File: src/include/usr_regs.svh
// constants for the 4-bit universal shift register
`ifndef USR_REGS_SVH
`define USR_REGS_SVH

`define USR_WIDTH 4
`define USR_SYNC_STAGES 3
`define USR_RESET_VALUE 4'h0
`define USR_SEL_HOLD 2'h0
`define USR_SEL_RIGHT 2'h1
`define USR_SEL_LEFT 2'h2
`define USR_SEL_LOAD 2'h3

`endif

File: src/include/usr_pkg.sv
// types for the 4-bit universal shift register
`default_nettype none

package usr_pkg;
    typedef enum {USR_HOLD, USR_SHIFT_RIGHT, USR_SHIFT_LEFT, USR_LOAD} usr_mode_type;
endpackage

`default_nettype wire

File: src/logic/usr_shift_reg.sv
// 4-bit bidirectional universal shift register with pin synchronisers
`include "usr_regs.svh"
`default_nettype none

module usr_shift_reg #(
    parameter int WIDTH = `USR_WIDTH
) (
    input wire logic i_clock,
    input wire logic i_rst_n,
    input wire logic i_clear_n,
    input wire logic i_shift_clk,
    input wire logic i_mode_sel_0,
    input wire logic i_mode_sel_1,
    input wire logic i_right_serial_in,
    input wire logic i_left_serial_in,
    input wire logic [WIDTH-1:0] i_parallel_in,
    output logic [WIDTH-1:0] o_reg_out
);
    localparam int PW = WIDTH + 5;
    // reset pattern sized to the register, whatever WIDTH is
    localparam logic [WIDTH-1:0] RESET_VALUE = WIDTH'(`USR_RESET_VALUE);

    // decode the two select pins into a mode
    function automatic usr_pkg::usr_mode_type decode_mode(input logic [1:0] sel);
        case (sel)
            `USR_SEL_HOLD: decode_mode = usr_pkg::USR_HOLD;
            `USR_SEL_RIGHT: decode_mode = usr_pkg::USR_SHIFT_RIGHT;
            `USR_SEL_LEFT: decode_mode = usr_pkg::USR_SHIFT_LEFT;
            `USR_SEL_LOAD: decode_mode = usr_pkg::USR_LOAD;
            default: decode_mode = usr_pkg::USR_LOAD;
        endcase
    endfunction

    // clear acts asynchronously with the chip reset; release goes through two flops
    logic rst_async_n;
    logic rst_meta;
    logic rst_sync;
    logic next_rst_meta;
    logic next_rst_sync;
    assign rst_async_n = i_rst_n & i_clear_n;
    // a ripple of ones; release lands on a clock edge, never between two
    always_comb begin
        next_rst_meta = 1'b1;
        next_rst_sync = rst_meta;
    end
    always_ff @(posedge i_clock or negedge rst_async_n) begin
        if (!rst_async_n) begin
            rst_meta <= 1'b0;
            rst_sync <= 1'b0;
        end else begin
            rst_meta <= next_rst_meta;
            rst_sync <= next_rst_sync;
        end
    end

    // pins cross three flops; all share one delay so data lines up with the clock pin
    // trade-off: three cycles of latency, but no skew between mode, data and clock
    logic [PW-1:0] pins;
    logic [PW-1:0] sync_1;
    logic [PW-1:0] sync_2;
    logic [PW-1:0] sync_3;
    logic [PW-1:0] next_sync_1;
    logic [PW-1:0] next_sync_2;
    logic [PW-1:0] next_sync_3;
    assign pins = {i_shift_clk, i_mode_sel_1, i_mode_sel_0, i_right_serial_in,
                   i_left_serial_in, i_parallel_in};
    always_comb begin
        next_sync_1 = pins;
        next_sync_2 = sync_1;
        next_sync_3 = sync_2;
    end
    always_ff @(posedge i_clock or negedge rst_sync) begin
        if (!rst_sync) begin
            sync_1 <= '0;
            sync_2 <= '0;
            sync_3 <= '0;
        end else begin
            sync_1 <= next_sync_1;
            sync_2 <= next_sync_2;
            sync_3 <= next_sync_3;
        end
    end

    // fields of the settled third stage, plus the stage-two copy of the clock pin
    logic clk_2;
    logic clk_3;
    logic [1:0] sel_s;
    logic right_s;
    logic left_s;
    logic [WIDTH-1:0] par_s;
    assign clk_2 = sync_2[PW-1];
    assign clk_3 = sync_3[PW-1];
    assign sel_s = sync_3[PW-2:PW-3];
    assign right_s = sync_3[WIDTH+1];
    assign left_s = sync_3[WIDTH];
    assign par_s = sync_3[WIDTH-1:0];

    // accepted clock level moves only when stages two and three agree;
    // a shift clock phase shorter than about two cycles of i_clock is missed,
    // the price of filtering glitches on a pin with no clock relation;
    // mode and data come from stage three, like the accepted rise, so they need only settle by the edge that first sees the clock high
    logic clk_level;
    logic next_clk_level;
    logic clk_rise;
    usr_pkg::usr_mode_type mode;
    assign clk_rise = clk_2 & clk_3 & ~clk_level;
    assign mode = decode_mode(sel_s);
    always_comb begin
        next_clk_level = clk_level;
        if (clk_2 == clk_3) begin
            next_clk_level = clk_3;
        end
    end

    // the register itself; falling edges and steady levels leave it alone
    logic [WIDTH-1:0] next_reg_out;
    always_comb begin
        next_reg_out = o_reg_out;
        if (!rst_sync) begin
            // synced release holds zero until the first accepted rise
            next_reg_out = RESET_VALUE;
        end else if (clk_rise) begin
            case (mode)
                usr_pkg::USR_HOLD: next_reg_out = o_reg_out;
                usr_pkg::USR_SHIFT_RIGHT: next_reg_out = {o_reg_out[WIDTH-2:0], right_s};
                usr_pkg::USR_SHIFT_LEFT: next_reg_out = {left_s, o_reg_out[WIDTH-1:1]};
                usr_pkg::USR_LOAD: next_reg_out = par_s;
                default: next_reg_out = o_reg_out;
            endcase
        end
    end

    // async clear, not the synced copy, so outputs drop at once
    always_ff @(posedge i_clock or negedge rst_async_n) begin
        if (!rst_async_n) begin
            o_reg_out <= RESET_VALUE;
        end else begin
            o_reg_out <= next_reg_out;
        end
    end

    // accepted level of the shift clock pin
    always_ff @(posedge i_clock or negedge rst_sync) begin
        if (!rst_sync) begin
            clk_level <= 1'b0;
        end else begin
            clk_level <= next_clk_level;
        end
    end

    // checks; mode checks look one edge after an accepted rise
    load_update_a: assert property (@(posedge i_clock) disable iff (!rst_sync)
        clk_rise && mode == usr_pkg::USR_LOAD |=> o_reg_out == $past(par_s))
        else $error("parallel load did not copy inputs");
    hold_keeps_a: assert property (@(posedge i_clock) disable iff (!rst_sync)
        clk_rise && mode == usr_pkg::USR_HOLD |=> $stable(o_reg_out))
        else $error("hold mode changed the register");
    shift_right_a: assert property (@(posedge i_clock) disable iff (!rst_sync)
        clk_rise && mode == usr_pkg::USR_SHIFT_RIGHT |=>
        o_reg_out[WIDTH-1:1] == $past(o_reg_out[WIDTH-2:0]))
        else $error("shift right moved bits wrongly");
    shift_left_a: assert property (@(posedge i_clock) disable iff (!rst_sync)
        clk_rise && mode == usr_pkg::USR_SHIFT_LEFT |=>
        o_reg_out[WIDTH-2:0] == $past(o_reg_out[WIDTH-1:1]))
        else $error("shift left moved bits wrongly");

    // edge checks: only an accepted rise moves the register
    no_edge_a: assert property (@(posedge i_clock) disable iff (!rst_sync)
        !clk_rise ##1 rst_sync |-> $stable(o_reg_out))
        else $error("register changed without a clock rise");

    // clear checks stay armed while clear holds the internal reset low; only the chip reset i_rst_n disables them
    clear_low_a: assert property (@(posedge i_clock) disable iff (!i_rst_n)
        !i_clear_n |-> o_reg_out == `USR_RESET_VALUE)
        else $error("outputs not low during clear");
    resume_a: assert property (@(posedge i_clock) disable iff (!i_rst_n)
        $rose(rst_sync) |-> o_reg_out == `USR_RESET_VALUE)
        else $error("outputs moved before clear release settled");

    // serial inputs must not leak into the other modes
    load_serial_a: assert property (@(posedge i_clock) disable iff (!rst_sync)
        clk_rise && mode == usr_pkg::USR_LOAD |=>
        o_reg_out[0] == $past(par_s[0]) && o_reg_out[WIDTH-1] == $past(par_s[WIDTH-1]))
        else $error("serial input leaked into parallel load");
    shift_serial_a: assert property (@(posedge i_clock) disable iff (!rst_sync)
        clk_rise && mode == usr_pkg::USR_SHIFT_LEFT |=> o_reg_out[WIDTH-1] == $past(left_s))
        else $error("left shift took the wrong serial input");
    right_serial_a: assert property (@(posedge i_clock) disable iff (!rst_sync)
        clk_rise && mode == usr_pkg::USR_SHIFT_RIGHT |=> o_reg_out[0] == $past(right_s))
        else $error("right shift took the wrong serial input");

    // guards around the clock fall and the clear window
    fall_ignored_a: assert property (@(posedge i_clock) disable iff (!rst_sync)
        clk_level && !clk_2 && !clk_3 |=> $stable(o_reg_out))
        else $error("register changed on a shift clock fall");
    clear_stays_a: assert property (@(posedge i_clock) disable iff (!i_rst_n)
        !i_clear_n |=> o_reg_out == `USR_RESET_VALUE)
        else $error("outputs left low too early after clear");
    clear_flush_a: assert property (@(posedge i_clock) disable iff (!i_rst_n)
        !i_clear_n |-> !rst_sync && !clk_level)
        else $error("stale clock level survived a clear");

    // scenario covers
    load_seen_c: cover property (@(posedge i_clock) disable iff (!rst_sync)
        clk_rise && mode == usr_pkg::USR_LOAD);
    right_seen_c: cover property (@(posedge i_clock) disable iff (!rst_sync)
        clk_rise && mode == usr_pkg::USR_SHIFT_RIGHT ##[1:50] clk_rise);
    left_seen_c: cover property (@(posedge i_clock) disable iff (!rst_sync)
        clk_rise && mode == usr_pkg::USR_SHIFT_LEFT);
    clear_seen_c: cover property (@(posedge i_clock) disable iff (!i_rst_n)
        o_reg_out != `USR_RESET_VALUE ##1 !i_clear_n);
    hold_seen_c: cover property (@(posedge i_clock) disable iff (!rst_sync)
        clk_rise && mode == usr_pkg::USR_HOLD);
endmodule

`default_nettype wire

File: config.mk
export PLATFORM = sky130hd
export DESIGN_NAME = usr_shift_reg
export DESIGN_NICKNAME = d
export VERILOG_FILES = /design/src/include/usr_pkg.sv /design/src/logic/usr_shift_reg.sv
export VERILOG_INCLUDE_DIRS = /design/src /design/src/include
export SDC_FILE = /design/constraint.sdc
export NUM_CORES = 1
export LEC_CHECK = 0
export ABC_CLOCK_PERIOD_IN_PS = 2950
export BUFFER_PORTS_ARGS = -buffer_cell sky130_fd_sc_hd__clkbuf_2
export CORE_MARGIN = 2
export CORE_UTILIZATION = 45
export CTS_CLUSTER_SIZE = 12
export DETAILED_ROUTE_END_ITERATION = 12
export PLACE_DENSITY = 0.71
export SYNTH_ARGS = -nofsm -noshare
export SYNTH_HDL_FRONTEND = slang
export SYNTH_SLANG_ARGS = --single-unit
File: constraint.sdc
create_clock -name i_clock -period 2.95 [get_ports i_clock]
set_input_delay 0.59 -clock i_clock [delete_from_list [all_inputs] [get_ports i_clock]]
set_output_delay 0.59 -clock i_clock [all_outputs]
set_load 0.01 [all_outputs]
# Word-level counts from Yosys, hierarchy flattened
# Cells that the tools add are included.
word_totals:
  regBits: 34
  in_bits: 12
  output_inout_bits: 4
  word_cells: 26
classes:
  eq_ne: 9
  muxes: 4
  bitwise: 4
  reduce_logical: 2
op_table:
  columns: ["operator", "count"]
  rows:
  - ["one-hot mux 32 bit (4 select lines)", 1]
  - ["== test 32 x 2 -> 1 bit, second input constant", 2]
  - ["== test 32 x 1 -> 1 bit, second input constant", 1]
  - ["one-hot mux 4 bit (3 select lines)", 1]
  - ["2-to-1 mux 4 bit", 2]
  - ["== test 2 bit, second input constant", 2]
  - ["!= test 4 x 1 -> 1 bit, second input constant", 1]
  - ["bitwise AND 1 bit", 3]
  - ["== test 2 x 1 -> 1 bit, second input constant", 1]
  - ["logical NOT 2 bit", 1]
  - ["!= test 2 x 1 -> 1 bit, second input constant", 1]
  - ["AND reduction 2 bit", 1]
  - ["== test 1 bit", 1]
  - ["NOT 1 bit", 1]

# Depth between registers and ports, before layout
depth:
  ltp_word: 6
  ltp_mapped: 4
  depth_no_buf: 4

# Least setup slack after synthesis
# Ideal clock, no wire load.
synth_timing:
  path_type: "flip-flop to flip-flop"
  startpoint: "reg rst_sync"
  endpoint: "reg o_reg_out[0]"
  t_arrival_ps: 1692
  path_slack_ps: 1189
  path_stages_with_launch: 4
  period_less_slack_ps: 1761
  cell_sequence: "dfrtp_1 o21ai_0 a2111oi_0 a31o_1"
synth_via:
  elab_chain_len: 2
  word_cells_on_any_way: 4
  cone_classes: "eq/ne: 2; mux: 1; reduce/logical: 1"
synth_lines:
  columns: ["element", "line_no", "source"]
  rows:
  - ["from (decl)", "usr_shift_reg.sv:37", "logic rst_sync;"]
  - ["from (signal assigned)", "usr_shift_reg.sv:52", "rst_sync <= next_rst_sync;"]
  - ["!= test 4 x 1 -> 1 bit (no line) or != test 2 x 1 -> 1 bit (tied branches)", null, null]
  - ["AND reduction 2 bit (no line)", null, null]
  - ["to (signal assigned)", "usr_shift_reg.sv:138", "o_reg_out <= next_reg_out;"]
  - ["to (decl)", "usr_shift_reg.sv:17", "output logic [WIDTH-1:0] o_reg_out"]
# Parallel ways exist; a longest one is shown, timed or not.
# A chain may end at the register's enable or synchronous reset.

# Worst setup path in the final report
layout_timing:
  startpoint: "reg o_reg_out[2]"
  endpoint: "out o_reg_out[2]"
# No word-level cell between the ends.

==> reports/qor.txt <==
Pin count of the biggest net entering global routing -> 24
Area growth from synthesis to layout -> 16.0%
Register area share after synthesis -> 0.816
Required time worst endpoint -> 2.36 ns
Area leader, netlist -> dfrtp_1
FF-to-FF End -> o_reg_out[1]
CP top delay family -> flip-flops
Setup TNS -> 0 ns
Vias in the first global route -> 564
Starting DRT DRC Count -> 2
Setup crit end kind -> output port
PortBufs -> 15
FP Rows -> 17
Area of the multi-input gates -> 180 um2
CP bufs+invs -> 1
First-pass GRT wire length -> 2.17 mm
Final Hold Slack -> 0.184 ns
Gr usage total -> 0.125
CP peak stage delay -> 0.42 ns
EDFF count, synth -> 0
Slowest CP cell -> dfrtp_1
GP Congestion -> 0.805
Peak supply drop -> 0.000356 V
GRT overflow -> 0
Min-delay worst type -> register to asynchronous set/reset pin
CTS resizes -> 0
Ant diodes -> 0
Status -> complete, no violations
Critical Path, Cell by Cell -> clkbuf_2
Skew final -> 0.00802 ns
Max Slew Vio Count -> 0
Final worst-path cycle share -> 0.497
Crit path depth -> 1
Final #Nets -> 93
Syn avg cell area -> 18.0 um2
Total CTS buffers -> 5
Initial antenna violation count -> 0
ANT nets after route -> 0
Synth area leaders -> dfrtp_1, mux2i_1, a2111oi_0, a31o_1, o21ai_0
Async SR Flop Fraction -> 1.00
Sink Count -> 34
Post-Syn Nets -> 71
Worst EP arrival -> 0.88 ns
Core area -> 0.00219 mm2
Die width -> 52.1 um
Routed vias -> 559
Setup crit start -> o_reg_out[2]
Cell Area, Synth -> 0.00104 mm2
Via density per instance -> 5.13
Wire per inst -> 11.8 um
Crit path max fanout -> 4
CTS max path bufs -> 2
Post-layout minimum cycle time -> 1.47 ns
Drt first pass iters -> 2
RSZ-0062 raised after global routing -> false
Library cells used by synthesis -> 13
DIE HEIGHT -> 52.1 um
Detailed Route WL -> 1.29 mm
Synth warn -> 0
Number of endpoints failing setup at the final stage -> 0
Initial core utilization -> 0.476
WS Path Type -> register to output port
CTS tree -> done
Clock root buffer -> clkbuf_4
Count leader, synth -> dfrtp_1
Postcts setup bufs -> 0
DRC violations left -> 0
Yosys top cell area share -> 0.816
Pwr dens -> 649 mW/mm2
Layout fillers -> 186
Max-cap violations -> 0
Cells after synthesis -> 58
Layout cells sized above 1 -> 0.296
Fmax -> 0.682 GHz
Die area -> 0.00272 mm2
CP startpoint kind -> register
Primary FF master, synth -> dfrtp_1
Finished Layout Cells -> 109
Placed Cells -> 101
IO Count -> 16
CTS H-tree depth -> 2
#FFs+latches synth -> 34
Reg area -> 851 um2
Placed wire-length estimate -> 920 um
Setup crit end -> o_reg_out[2]
Reg clk slew, reported paths -> 0.09 ns
R2R depth -> 3
Worst skew pair latency -> 0.32 ns
Worst slew pin tran -> 0.481 ns
Total power -> 784 uW
Final Hold Vio Count -> 0
Leak -> 0.000571 uW
Post-cts hold buffer count -> 0
Max-slew headroom -> 0.671
R2r setup slk -> 1.52 ns
Reg-to-reg startpoint -> rst_sync
Top post-synthesis cells by count -> dfrtp_1, a2111oi_0, a31o_1, mux2i_1, o21ai_0
[power breakdown]
part	internal [uW]	switching (uW)	total (uW)	leakage, uW
Combinational	15.7	16.1	31.8	0.000130
Sequential	489	12.7	502	0.000406
Clock	115	135	250	0.0000353
[state kept, by name, summed over array words and instances, names as in the netlist]
name,flops
sync_3,9
clk_level,1
o_reg_out,4
next_rst_sync,1
next_sync_3,9
next_sync_2,9
rst_sync,1
[cell type report]
cell class | count | area share
Timing Repair Buffer | 16 | 0.0683
Sequential cell | 34 | 0.704
Multi-Input combinational cell | 23 | 0.149
Tap cell | 28 | 0.0290
Clock inverter | 1 | 0.00414
Clock buffer | 7 | 0.0455
[layer usage]
layer,vias up,track usage,share of wire
li1,246,-,-
met1,292,0.114,0.38
met4,0,0.105,0.036
met5,-,0,0
met2,16,0.198,0.51
met3,5,0.0690,0.072
[how the worst min path moves through the flow]
stage               slack, ns              to  depth (start not counted)      startpoint
global route             0.22  next_sync_2[8]                          0        rst_sync
detailed placement       0.18  next_sync_2[8]                          0        rst_sync
floorplan                0.33  next_sync_3[0]                          0  next_sync_2[0]
global placement         0.17  next_sync_2[0]                          0        rst_sync
CTS                      0.19  next_sync_2[8]                          0        rst_sync
finish                   0.18       sync_3[0]                          0        rst_sync
[logic make-up (layout without fill, tap and decap cells)]
logic type,count (synthesis),count (layout),share of synthesized area
AOI/OAI and AO/OA,12,12,0.0864
adders and majority gates,1,1,0.0120
buffers and inverters,1,24,0.0108
DFF,34,34,0.816
muxes,5,5,0.0492
other,1,1,0.00360
and+or+nand+nor,4,4,0.0216
[cell usage in the layout, fill, tap and decap left out, drive strengths merged]
cell,n
mux2,1
o21ai,4
a31o,4
buf,1
conb,1
mux2i,4
nor2,1
a2111oi,4
and2,1
ha,1
clkbuf,22
dfrtp,34
nand2b,1
or2,1
clkinv,1
[stage by stage]
step,worst slack [ns],utilization,area [um2]
floorplan,1.19,-,1040
global placement,1.56,0.524,1150
detailed placement,1.51,0.524,1150
CTS,1.46,0.552,1210
global route,1.32,0.552,1210
finish,1.48,0.552,1210
Power figures use the tool's default switching activity.
